File: config.mk
export PLATFORM = sky130hd
export DESIGN_NAME = psr_top
export DESIGN_NICKNAME = d
export VERILOG_FILES = /design/src/inc/psr_pkg.sv /design/src/rtl/psr_preset_decode.sv /design/src/rtl/psr_relay_select.sv /design/src/rtl/psr_top.sv
export SDC_FILE = /design/constraint.sdc
export NUM_CORES = 1
export LEC_CHECK = 0
export BUFFER_PORTS_ARGS = -buffer_cell sky130_fd_sc_hd__buf_2
export CAP_MARGIN = 40
export CORE_MARGIN = 2
export CORE_UTILIZATION = 45
export CTS_CLUSTER_DIAMETER = 50
export DETAILED_ROUTE_END_ITERATION = 6
export PLACE_DENSITY = 0.84
export SYNTH_ARGS = -nofsm -noshare
export SYNTH_HDL_FRONTEND = slang
export SYNTH_SLANG_ARGS = --single-unit
File: constraint.sdc
create_clock -name pclk -period 3.9 [get_ports pclk]
set_clock_uncertainty 0.2 [all_clocks]
set_input_delay 0.39 -clock pclk [delete_from_list [all_inputs] [get_ports pclk]]
set_output_delay 0.39 -clock pclk [all_outputs]
set_load 0.01 [all_outputs]
File: src/inc/psr_pkg.sv
// Constants and types for the preset speed decoder and relay one selector
package psr_pkg;

   // ---------------------------------------------------------------
   // Register map
   // ---------------------------------------------------------------
   localparam int unsigned ADDR_W = 12;
   localparam logic [11:0] OFF_CTRL = 12'h000;
   localparam logic [11:0] OFF_STATUS = 12'h004;
   localparam logic [11:0] OFF_COND = 12'h008;

   // ---------------------------------------------------------------
   // Field positions
   // ---------------------------------------------------------------
   localparam int unsigned CTRL_SRC_LSB = 0;
   localparam int unsigned CTRL_CODE_LSB = 8;
   localparam int unsigned STAT_IDX_LSB = 0;
   localparam int unsigned STAT_RELAY_BIT = 4;
   localparam int unsigned STAT_ACTIVE_BIT = 5;

   // ---------------------------------------------------------------
   // Preset source selection
   // ---------------------------------------------------------------
   localparam int unsigned SRC_W = 4;
   localparam logic [3:0] SRC_NONE = 4'h0;
   localparam logic [3:0] SRC_IN123 = 4'h9;
   localparam logic [3:0] SRC_IN345 = 4'ha;
   localparam int unsigned IDX_W = 3;
   localparam logic [2:0] IDX_NONE = 3'h0;
   localparam int unsigned NUM_IN = 5;
   localparam int unsigned HIGH_IN_BASE = 2;

   // ---------------------------------------------------------------
   // Relay one content codes
   // ---------------------------------------------------------------
   localparam int unsigned CODE_W = 5;
   localparam int unsigned NUM_COND = 21;
   typedef enum logic [4:0] {
      RLY_NOT_SEL = 5'b00000,
      RLY_READY = 5'b00001,
      RLY_RUN = 5'b00010,
      RLY_FAULT_INV = 5'b00011,
      RLY_FAULT = 5'b00100,
      RLY_ALARM = 5'b00101,
      RLY_REVERSED = 5'b00110,
      RLY_SUP1_HIGH = 5'b00111,
      RLY_SUP1_LOW = 5'b01000,
      RLY_SUP2_HIGH = 5'b01001,
      RLY_SUP2_LOW = 5'b01010,
      RLY_FREQ_MATCH = 5'b01011,
      RLY_FAULT_RST = 5'b01100,
      RLY_FAULT_ALARM = 5'b01101,
      RLY_EXT_CTRL = 5'b01110,
      RLY_SECOND_EXTERNAL_LOCATION = 5'b01111,
      RLY_PRESET = 5'b10000,
      RLY_REF_LOSS = 5'b10001,
      RLY_OVERCURRENT = 5'b10010,
      RLY_OVERVOLTAGE = 5'b10011,
      RLY_OVERTEMP = 5'b10100
   } psr_relay_code_t;

   // ---------------------------------------------------------------
   // Reset values
   // ---------------------------------------------------------------
   localparam logic [3:0] RST_SRC = SRC_NONE;
   localparam logic [4:0] RST_CODE = 5'h00;
   localparam logic RST_RELAY = 1'b0;

endpackage

File: src/rtl/psr_preset_decode.sv
// Three-input preset speed index decoder
`timescale 1ns/1ps
module psr_preset_decode (
   // Clock and reset
   input wire logic pclk,
   input wire logic presetn,
   // Source option and inputs
   input wire logic [psr_pkg::SRC_W-1:0] source,
   input wire logic [psr_pkg::NUM_IN-1:0] inputs,
   // Decoded index
   output logic [psr_pkg::IDX_W-1:0] index_r
);

   logic [psr_pkg::IDX_W-1:0] bits_low;
   logic [psr_pkg::IDX_W-1:0] bits_high;
   logic [psr_pkg::IDX_W-1:0] index_nxt;

   // ---------------------------------------------------------------
   // Bit gathering, first input weighs least
   // ---------------------------------------------------------------
   genvar i;
   generate
      for (i = 0; i < psr_pkg::IDX_W; i++) begin : g_bit
         assign bits_low[i] = inputs[i];
         assign bits_high[i] = inputs[i + psr_pkg::HIGH_IN_BASE];
      end
   endgenerate

   // Source choice, other options give no preset
   always_comb begin
      case (source)
         psr_pkg::SRC_IN123: index_nxt = bits_low;
         psr_pkg::SRC_IN345: index_nxt = bits_high;
         default: index_nxt = psr_pkg::IDX_NONE;
      endcase
   end

   // Registered index
   always_ff @(posedge pclk or negedge presetn) begin
      if (!presetn) begin
         index_r <= psr_pkg::IDX_NONE;
      end else begin
         index_r <= index_nxt;
      end
   end

endmodule

File: src/rtl/psr_relay_select.sv
// Relay one content selector
`timescale 1ns/1ps
module psr_relay_select (
   // Clock and reset
   input wire logic pclk,
   input wire logic presetn,
   // Selection and conditions
   input wire logic [psr_pkg::CODE_W-1:0] code,
   input wire logic [psr_pkg::NUM_COND-1:0] cond,
   // Relay drive
   output logic relay_r
);

   logic relay_nxt;

   // Pick one condition, unknown codes stay off
   always_comb begin
      if (code < psr_pkg::CODE_W'(psr_pkg::NUM_COND)) begin
         relay_nxt = cond[code];
      end else begin
         relay_nxt = psr_pkg::RST_RELAY;
      end
   end

   // Registered relay drive
   always_ff @(posedge pclk or negedge presetn) begin
      if (!presetn) begin
         relay_r <= psr_pkg::RST_RELAY;
      end else begin
         relay_r <= relay_nxt;
      end
   end

endmodule

File: src/rtl/psr_top.sv
// Preset speed decode and relay one selection with APB registers
//
// Behaviour
// - Three inputs form binary preset index, first input least significant; zero means none.
// - Source option 10 decodes inputs three, four, five the same way.
// - Source option 9 decodes inputs one, two, three as the index.
// - Relay content code picks one condition; relay follows it one clock later.
// - Code 0 keeps relay one always off.
// - Code 1 on while ready, run enabled, no fault, supply in range.
// - Code 2 on while the motor is running.
// - Code 3 on with power present, off upon fault trip.
// - Code 4 on while any fault is active.
// - Code 5 on while any alarm is active.
// - Code 6 on while the motor turns in reverse.
// - Code 7 on while first supervised quantity above upper limit.
// - Code 8 on while first supervised quantity below lower limit.
// - Code 9 on while second supervised quantity above upper limit.
// - Code 10 on while second supervised quantity below lower limit.
// - Code 11 on while output frequency equals reference.
// - Code 12 on while in a fault awaiting automatic reset.
// - Code 13 on while a fault or an alarm exists.
// - Code 14 on while external control location is selected.
// - Code 15 on while second external location is selected.
// - Code 16 on while any preset speed is selected.
// - Code 17 on while reference or active control location is lost.
// - Codes 18, 19, 20 on for overcurrent, overvoltage, converter overtemperature.
//
// Local design decisions: the register offsets and the APB slave port.
`timescale 1ns/1ps
module psr_top (
   // Clock and reset
   input wire logic pclk,
   input wire logic presetn,
   // APB slave
   input wire logic psel,
   input wire logic penable,
   input wire logic pwrite,
   input wire logic [psr_pkg::ADDR_W-1:0] paddr,
   input wire logic [31:0] pwdata,
   output logic [31:0] prdata,
   output logic pready,
   output logic pslverr,
   // Digital control inputs
   input wire logic digital_input_one,
   input wire logic digital_input_two,
   input wire logic digital_input_three,
   input wire logic digital_input_four,
   input wire logic digital_input_five,
   // Drive conditions
   input wire logic drive_ready,
   input wire logic run_enable,
   input wire logic supply_in_range,
   input wire logic running,
   input wire logic power_present,
   input wire logic fault_active,
   input wire logic alarm_active,
   input wire logic reverse_rotation,
   input wire logic first_supervision_high,
   input wire logic first_supervision_low,
   input wire logic second_supervision_high,
   input wire logic second_supervision_low,
   input wire logic frequency_matched,
   input wire logic fault_autoreset_pending,
   input wire logic external_location_active,
   input wire logic second_external_location,
   input wire logic reference_lost,
   input wire logic overcurrent,
   input wire logic overvoltage,
   input wire logic converter_overtemperature,
   // Outputs
   output logic [psr_pkg::IDX_W-1:0] preset_index,
   output logic relay_one_drive
);

   // ---------------------------------------------------------------
   // Declarations
   // ---------------------------------------------------------------
   logic [psr_pkg::SRC_W-1:0] src_r;
   logic [psr_pkg::CODE_W-1:0] code_r;
   logic [31:0] prdata_r;
   logic [31:0] rdata_nxt;
   logic pready_r;
   logic pslverr_r;
   logic err_nxt;
   logic setup_phase;
   logic wr_take;
   logic [psr_pkg::NUM_IN-1:0] din;
   logic [psr_pkg::NUM_COND-1:0] cond;
   logic [psr_pkg::IDX_W-1:0] index_w;
   logic relay_w;
   logic preset_active;

   // ---------------------------------------------------------------
   // Input gathering
   // ---------------------------------------------------------------
   assign din = {digital_input_five, digital_input_four, digital_input_three,
                 digital_input_two, digital_input_one};
   assign preset_active = (index_w != psr_pkg::IDX_NONE);

   // Condition vector indexed by relay code
   always_comb begin
      cond = '0;
      cond[psr_pkg::RLY_NOT_SEL] = 1'b0;
      cond[psr_pkg::RLY_READY] = drive_ready & run_enable & ~fault_active & supply_in_range;
      cond[psr_pkg::RLY_RUN] = running;
      cond[psr_pkg::RLY_FAULT_INV] = power_present & ~fault_active;
      cond[psr_pkg::RLY_FAULT] = fault_active;
      cond[psr_pkg::RLY_ALARM] = alarm_active;
      cond[psr_pkg::RLY_REVERSED] = reverse_rotation;
      cond[psr_pkg::RLY_SUP1_HIGH] = first_supervision_high;
      cond[psr_pkg::RLY_SUP1_LOW] = first_supervision_low;
      cond[psr_pkg::RLY_SUP2_HIGH] = second_supervision_high;
      cond[psr_pkg::RLY_SUP2_LOW] = second_supervision_low;
      cond[psr_pkg::RLY_FREQ_MATCH] = frequency_matched;
      cond[psr_pkg::RLY_FAULT_RST] = fault_active & fault_autoreset_pending;
      cond[psr_pkg::RLY_FAULT_ALARM] = fault_active | alarm_active;
      cond[psr_pkg::RLY_EXT_CTRL] = external_location_active;
      cond[psr_pkg::RLY_SECOND_EXTERNAL_LOCATION] = second_external_location;
      cond[psr_pkg::RLY_PRESET] = preset_active;
      cond[psr_pkg::RLY_REF_LOSS] = reference_lost;
      cond[psr_pkg::RLY_OVERCURRENT] = overcurrent;
      cond[psr_pkg::RLY_OVERVOLTAGE] = overvoltage;
      cond[psr_pkg::RLY_OVERTEMP] = converter_overtemperature;
   end

   // ---------------------------------------------------------------
   // Datapath blocks
   // ---------------------------------------------------------------
   psr_preset_decode u_decode (
      .pclk(pclk),
      .presetn(presetn),
      .source(src_r),
      .inputs(din),
      .index_r(index_w)
   );

   psr_relay_select u_relay (
      .pclk(pclk),
      .presetn(presetn),
      .code(code_r),
      .cond(cond),
      .relay_r(relay_w)
   );

   assign preset_index = index_w;
   assign relay_one_drive = relay_w;

   // ---------------------------------------------------------------
   // APB slave
   // ---------------------------------------------------------------
   assign setup_phase = psel & ~penable;
   assign wr_take = psel & penable & pready_r & pwrite;

   // Read mux and address check, sampled in setup
   always_comb begin
      rdata_nxt = 32'h0000_0000;
      err_nxt = 1'b0;
      case (paddr)
         psr_pkg::OFF_CTRL: begin
            rdata_nxt[psr_pkg::CTRL_SRC_LSB +: psr_pkg::SRC_W] = src_r;
            rdata_nxt[psr_pkg::CTRL_CODE_LSB +: psr_pkg::CODE_W] = code_r;
         end
         psr_pkg::OFF_STATUS: begin
            rdata_nxt[psr_pkg::STAT_IDX_LSB +: psr_pkg::IDX_W] = index_w;
            rdata_nxt[psr_pkg::STAT_RELAY_BIT] = relay_w;
            rdata_nxt[psr_pkg::STAT_ACTIVE_BIT] = preset_active;
         end
         psr_pkg::OFF_COND: begin
            rdata_nxt[psr_pkg::NUM_COND-1:0] = cond;
         end
         default: begin
            err_nxt = 1'b1;
         end
      endcase
   end

   // One wait-free access phase per transfer
   always_ff @(posedge pclk or negedge presetn) begin
      if (!presetn) begin
         pready_r <= 1'b0;
         pslverr_r <= 1'b0;
         prdata_r <= 32'h0000_0000;
      end else begin
         pready_r <= setup_phase;
         pslverr_r <= setup_phase & err_nxt;
         prdata_r <= (setup_phase & ~pwrite) ? rdata_nxt : 32'h0000_0000;
      end
   end

   assign pready = pready_r;
   assign pslverr = pslverr_r;
   assign prdata = prdata_r;

   // Control register, written at the access edge
   always_ff @(posedge pclk or negedge presetn) begin
      if (!presetn) begin
         src_r <= psr_pkg::RST_SRC;
         code_r <= psr_pkg::RST_CODE;
      end else if (wr_take && paddr == psr_pkg::OFF_CTRL) begin
         src_r <= pwdata[psr_pkg::CTRL_SRC_LSB +: psr_pkg::SRC_W];
         code_r <= pwdata[psr_pkg::CTRL_CODE_LSB +: psr_pkg::CODE_W];
      end
   end

   // ---------------------------------------------------------------
   // Assertions
   // ---------------------------------------------------------------
   property p_not_sel_off;
      @(posedge pclk) disable iff (!presetn)
      $past(code_r) == psr_pkg::RLY_NOT_SEL |-> !relay_one_drive;
   endproperty
   a_not_sel_off: assert property (p_not_sel_off) else $error("relay on with code 0");

   property p_ready;
      @(posedge pclk) disable iff (!presetn)
      code_r == psr_pkg::RLY_READY |=>
         relay_one_drive == $past(drive_ready & run_enable & ~fault_active & supply_in_range);
   endproperty
   a_ready: assert property (p_ready) else $error("ready relay mismatch");

   property p_run;
      @(posedge pclk) disable iff (!presetn)
      code_r == psr_pkg::RLY_RUN && running |=> relay_one_drive;
   endproperty
   a_run: assert property (p_run) else $error("run relay not on");

   property p_fault_inv;
      @(posedge pclk) disable iff (!presetn)
      code_r == psr_pkg::RLY_FAULT_INV && power_present && $rose(fault_active) |=> !relay_one_drive;
   endproperty
   a_fault_inv: assert property (p_fault_inv) else $error("inverted fault relay stayed on");

   property p_fault;
      @(posedge pclk) disable iff (!presetn)
      code_r == psr_pkg::RLY_FAULT |=> relay_one_drive == $past(fault_active);
   endproperty
   a_fault: assert property (p_fault) else $error("fault relay mismatch");

   property p_fault_alarm;
      @(posedge pclk) disable iff (!presetn)
      code_r == psr_pkg::RLY_FAULT_ALARM && !fault_active && !alarm_active |=> !relay_one_drive;
   endproperty
   a_fault_alarm: assert property (p_fault_alarm) else $error("fault or alarm relay on idle");

   property p_overtemp;
      @(posedge pclk) disable iff (!presetn)
      code_r == psr_pkg::RLY_OVERTEMP |=> relay_one_drive == $past(converter_overtemperature);
   endproperty
   a_overtemp: assert property (p_overtemp) else $error("overtemperature relay mismatch");

   property p_idx_low;
      @(posedge pclk) disable iff (!presetn)
      src_r == psr_pkg::SRC_IN123 |=>
         preset_index == $past({digital_input_three, digital_input_two, digital_input_one});
   endproperty
   a_idx_low: assert property (p_idx_low) else $error("preset index from inputs 1-3 wrong");

   property p_idx_high;
      @(posedge pclk) disable iff (!presetn)
      src_r == psr_pkg::SRC_IN345 |=>
         preset_index == $past({digital_input_five, digital_input_four, digital_input_three});
   endproperty
   a_idx_high: assert property (p_idx_high) else $error("preset index from inputs 3-5 wrong");

   property p_preset_relay;
      @(posedge pclk) disable iff (!presetn)
      code_r == psr_pkg::RLY_PRESET && $stable(code_r) && preset_index != psr_pkg::IDX_NONE
         |=> relay_one_drive;
   endproperty
   a_preset_relay: assert property (p_preset_relay) else $error("preset relay not on");

   property p_apb_answer;
      @(posedge pclk) disable iff (!presetn)
      psel && !penable |=> pready ##1 !pready;
   endproperty
   a_apb_answer: assert property (p_apb_answer) else $error("apb answer timing wrong");

   property p_apb_write;
      @(posedge pclk) disable iff (!presetn)
      psel && penable && pready && pwrite && paddr == psr_pkg::OFF_CTRL
         |=> code_r == $past(pwdata[psr_pkg::CTRL_CODE_LSB +: psr_pkg::CODE_W]);
   endproperty
   a_apb_write: assert property (p_apb_write) else $error("control write not stored");

   property p_alarm;
      @(posedge pclk) disable iff (!presetn)
      code_r == psr_pkg::RLY_ALARM |=> relay_one_drive == $past(alarm_active);
   endproperty
   a_alarm: assert property (p_alarm) else $error("alarm relay mismatch");

   property p_reversed;
      @(posedge pclk) disable iff (!presetn)
      code_r == psr_pkg::RLY_REVERSED |=> relay_one_drive == $past(reverse_rotation);
   endproperty
   a_reversed: assert property (p_reversed) else $error("reverse relay mismatch");

   property p_sup1_high;
      @(posedge pclk) disable iff (!presetn)
      code_r == psr_pkg::RLY_SUP1_HIGH |=> relay_one_drive == $past(first_supervision_high);
   endproperty
   a_sup1_high: assert property (p_sup1_high) else $error("first upper limit relay mismatch");

   property p_sup1_low;
      @(posedge pclk) disable iff (!presetn)
      code_r == psr_pkg::RLY_SUP1_LOW |=> relay_one_drive == $past(first_supervision_low);
   endproperty
   a_sup1_low: assert property (p_sup1_low) else $error("first lower limit relay mismatch");

   property p_sup2_high;
      @(posedge pclk) disable iff (!presetn)
      code_r == psr_pkg::RLY_SUP2_HIGH |=> relay_one_drive == $past(second_supervision_high);
   endproperty
   a_sup2_high: assert property (p_sup2_high) else $error("second upper limit relay mismatch");

   property p_sup2_low;
      @(posedge pclk) disable iff (!presetn)
      code_r == psr_pkg::RLY_SUP2_LOW |=> relay_one_drive == $past(second_supervision_low);
   endproperty
   a_sup2_low: assert property (p_sup2_low) else $error("second lower limit relay mismatch");

   property p_freq_match;
      @(posedge pclk) disable iff (!presetn)
      code_r == psr_pkg::RLY_FREQ_MATCH |=> relay_one_drive == $past(frequency_matched);
   endproperty
   a_freq_match: assert property (p_freq_match) else $error("frequency match relay mismatch");

   property p_fault_rst;
      @(posedge pclk) disable iff (!presetn)
      code_r == psr_pkg::RLY_FAULT_RST |=> relay_one_drive == $past(fault_active & fault_autoreset_pending);
   endproperty
   a_fault_rst: assert property (p_fault_rst) else $error("auto reset fault relay mismatch");

   property p_ext_ctrl;
      @(posedge pclk) disable iff (!presetn)
      code_r == psr_pkg::RLY_EXT_CTRL |=> relay_one_drive == $past(external_location_active);
   endproperty
   a_ext_ctrl: assert property (p_ext_ctrl) else $error("external control relay mismatch");

   property p_second_external_location;
      @(posedge pclk) disable iff (!presetn)
      code_r == psr_pkg::RLY_SECOND_EXTERNAL_LOCATION |=> relay_one_drive == $past(second_external_location);
   endproperty
   a_second_external_location: assert property (p_second_external_location) else $error("second location relay mismatch");

endmodule

# After elaboration in Yosys (flattened, before gate mapping)
# Index checks and enable logic that the tools add are counted.
[classes] magnitude_cmp=2 n_eq_ne=4 mux=12 n_bitwise=15 reduce_logical=4
[op_table] op="$mux W21" count=1
[op_table] op="$eq A12 B3 Y1 const B" count=1
[op_table] op="$eq A12 B4 Y1 const B" count=1
[op_table] op="$logic_not A12 Y1" count=1
[op_table] op="$and A1 B1 Y1" count=11
[op_table] op="$pmux W5 S2" count=1
[op_table] op="$pmux W3 S3" count=1
[op_table] op="$eq A4 B4 Y1 const B" count=2
[op_table] op="$mux W8" count=1
[op_table] op="$lt A5 B6 Y1 const B" count=1
[op_table] op="$pmux W3 S2" count=1
[op_table] op="$bmux W1 S5" count=1
[op_table] op="$lt A5 B5 Y1 const B" count=1
[op_table] op="$pmux W2 S2" count=1
[op_table] op="$mux W1" count=3
[op_table] op="$not A1 Y1" count=3
[op_table] op="$reduce_bool A3 Y1" count=1
[op_table] op="$reduce_or A3 Y1" count=1
[op_table] op="$mux W2" count=1
[op_table] op="$pmux W1 S2" count=1
[op_table] op="$logic_and A1 B1 Y1" count=1
[op_table] op="$or A1 B1 Y1" count=1
[totals] ff_bits=36 out_inout_bits=38

# Longest topological paths before layout
[depth] ltp_word=6 ltp_mapped=5 ltp_nobuf=4

# Modules after synthesis
# A second synthesis with hierarchy kept.
[unflattened] cells_unflattened=154 area_unflattened_um2=1849.3
[modules_own_cells] module="psr_top" instances=1 cells_each=115 area_per_inst_um2=1443.9
[modules_own_cells] module="psr_relay_select" instances=1 cells_each=26 area_per_inst_um2=264.0
[modules_own_cells] module="psr_preset_decode" instances=1 cells_each=13 area_per_inst_um2=141.4

# Worst setup path after synthesis
# No wires, ideal clock.
[synth_path] path_type="input to register" from="input paddr[9] (netlist name)" to="register code_r[0] (netlist name)" setup_ns=0.125 arrival_ns=1.729 required_ns=3.575 slack_ns=1.846 cell_stages=4 path_buffers=0 path_cell_list="nor4_1 > nand3_1 > nor4_4 > mux2_2"
[synth_via] elab_chain_len=2
[synth_rtl] element="from (decl)" line_no="psr_top.sv:38" text="input wire logic [psr_pkg::ADDR_W-1:0] paddr,"
[synth_rtl] element="$logic_not A12 Y1" line_no="psr_top.sv:199" text="end else if (wr_take && paddr == psr_pkg::OFF_CTRL) begin"
[synth_rtl] element="$logic_and A1 B1 Y1" line_no="psr_top.sv:199"
[synth_rtl] element="to (signal assigned)" line_no="psr_top.sv:198" text="code_r <= psr_pkg::RST_CODE;"
[synth_rtl] element="to (signal assigned)" line_no="psr_top.sv:201" text="code_r <= pwdata[psr_pkg::CTRL_CODE_LSB +: psr_pkg::CODE_W];"
[synth_rtl] element="to (decl)" line_no="psr_top.sv:79" text="logic [psr_pkg::CODE_W-1:0] code_r;"
# Every way passes these cells.
# A chain may end at the register's enable or synchronous reset.

# Worst setup path in the final report
[layout_path] from="input paddr[1] (netlist name)" to="register code_r[1] (netlist name)"
# Same word-level chain as after synthesis.

==> results.cfg <==
[outcome]
outcome = finished, final reports clean

[critical_path]
start_kind = primary input
crit_type = primary input to flop
cp.depth = 5
slowest_stage = nor4_4
slowest_delay_ns = 0.59
timing.rr.start = code_r[1]
startpoint = paddr[1]
r2r_end = u_relay.relay_r
crit_arrival_ns = 2.06
r2r_slack_ns = 1.96
crit_family = simple AND/OR/NAND/NOR gates
endpoint = code_r[1]
cp_cell_sequence = buf_2 -> nor4_1 -> nand3_1 -> nor4_4 -> mux2_2
cp.required_ns = 3.87
crit_buf_inv = 1
crit_fanout = 9
worstSetupEndpointType = flop
r2r_cells = 4

[clock_tree]
insertion_delay_ns = 0.29
clk_pin_slew_ns = 0.06
cts.path.max_buffers = 2
cts_buffers = 5
h-tree-depth = 2
tritoncts = built
ctsResizeCount = 0
cts_sinks = 36
cts-root-buf = clkbuf_8

[sta]
hold_viol = 0
fmax_mhz = 478.3
rsz0062_at_grt = false
post-route-period-util_pct = 53.60
setup-violations-final = 0
drv_slew = 0
slew_headroom_pct = 49.32
tns_ns = 0
worst_pin_slew_ns = 0.7603
finalCriticalPeriod_ns = 2.091

[cells_and_area]
seq_area_um2 = 900.9
multi_input_area_um2 = 735.7
fillers = 325
fin_cells = 278
antenna_cells = 0
layout.cells.most_common_list = buf_2 (77), dfrtp_1 (36), nor2_1 (15)
mostFrequentLayoutCell = buf_2
syn_to_final_growth_pct = 27.46
final_nets = 303
drive_above_1_share_pct = 42.17

[placed_design]
port_buffers = 77
gp_congestion = 0.8779
hpwl_um = 2763
place_inst = 269

[global_routing]
grt_max_degree = 37
grt_pass1_vias = 1373
gr-total-overflow = 0
antenna_found_initial = 0
grt_use_total_pct = 18.68
grt_pass1_wl_um = 5968

[power]
p_leak_uw = 0.001159
irDropWorstVdd_mv = 0.1850
p_per_area_nw_per_um2 = 319.6

[floorplanning]
die_x_um = 65.79
initial_core_util_pct = 46.92
core_area_um2 = 3661
dieArea_um2 = 4328
rows = 22
io_pins = 112
die_y_um = 65.79

[route]
wirelength_um = 3559
vias = 1347
first_pass_iters = 4
vias_per_cell = 4.845
postRouteAntennaNets = 0
drc = 0
detail_route.wl_per_cell_um = 12.80
first_iter_violations = 62

[logic_synthesis]
synth_area_leaders = dfrtp_1 (52%), mux2_2 (5.9%), buf_4 (4.8%)
yosys_register_bits = 36
ys_seq_area_share_pct = 52.44
syn-mean-instance-area_um2 = 11.38
ys_types = 33
yosysWarnings = 0
synthesis.instances = 151
async_flop_share_pct = 100.0
synth_largest_area_cell = dfrtp_1
syn_area_um2 = 1718
synthFlopType = dfrtp_1
synth_top_area_share_pct = 52.44
synth-edff-count = 0

[worst_hold_path]
hold_path.class = primary input to flop

[job]
maxCapViolCount = 0
-- per-stage QoR --
step | util [%] | hold WS [ns] | setup slack [ns] | total power, uW | instance area, um^2
floorplan | - | -0.1056 | 1.846 | 412.1 | 1755
global placement | 57.07 | 0.2974 | 1.584 | 439.3 | 2090
detailed placement | 57.07 | 0.3103 | 1.494 | 441.4 | 2090
global route | 59.81 | 0.1205 | 1.664 | 733.2 | 2190
finish | 59.81 | 0.1035 | 1.809 | 699.9 | 2190
CTS | 59.81 | 0.09529 | 1.811 | 710.7 | 2190
-- cell families after synthesis --
kind of cell / after synthesis / synth area share, %
simple gates: 55 / 18.50
other cells: 1 / 0.2183
flops: 36 / 52.44
mux: 20 / 14.49
buf+inv: 19 / 6.919
compound gates: 20 / 7.429
-- flip-flops by register name, summed over array words and instances (netlist names) --
name and cells:
pslverr 1, code_r 5, prdata 21, u_relay.relay_r 1, pready 1, src_r 4
u_decode.index_r 3
-- final cells by class --
class,count,area share (%)
Clock buffer,8,4.114
Inverter,2,0.3429
Multi-Input combinational cell,106,33.60
Tap cell,48,2.743
Sequential cell,36,41.14
Timing Repair Buffer,78,18.06
-- worst min-delay path by stage --
stage | startpoint | to | slack (ns) | depth (start not counted)
finish | penable | pready | 0.10 | 2
CTS | penable | pready | 0.1 | 2
floorplan | presetn | code_r[0] | -0.11 | 0
detailed placement | presetn | src_r[0] | 0.31 | 1
global placement | presetn | src_r[0] | 0.30 | 1
global route | penable | pready | 0.12 | 2
-- cell usage after synthesis, types with 4 or more instances --
master / instances
mux2_2: 9
nor2b_1: 7
a21oi_1: 7
nand2b_1: 4
mux2i_1: 8
and2_1: 10
buf_4: 11
a22oi_1: 6
dfrtp_1: 36
nor2_1: 15
clkbuf_1: 4
-- report_power, final --
group          internal, uW  switching [uW]
registers               375           0.469
logic                  27.8            32.2
clock network           144             121
-- metal layers --
| layer | global-route usage (%) | share of wire, % | vias to the layer above |
|---|---|---|---|
| met3 | 5.792 | 7.6 | 8 |
| met1 | 21.36 | 40 | 635 |
| met4 | 11.46 | 2.6 | 0 |
| met2 | 30.43 | 50 | 45 |
| li1 | - | - | 659 |
| met5 | 0 | 0 | - |
-- timing repair --
item	4_1_cts	5_1_grt
hold endpoints to repair	17	0
hold buffers	1	0
buffers inserted	0	0
Note: power is estimated with default switching activity, not from simulation.
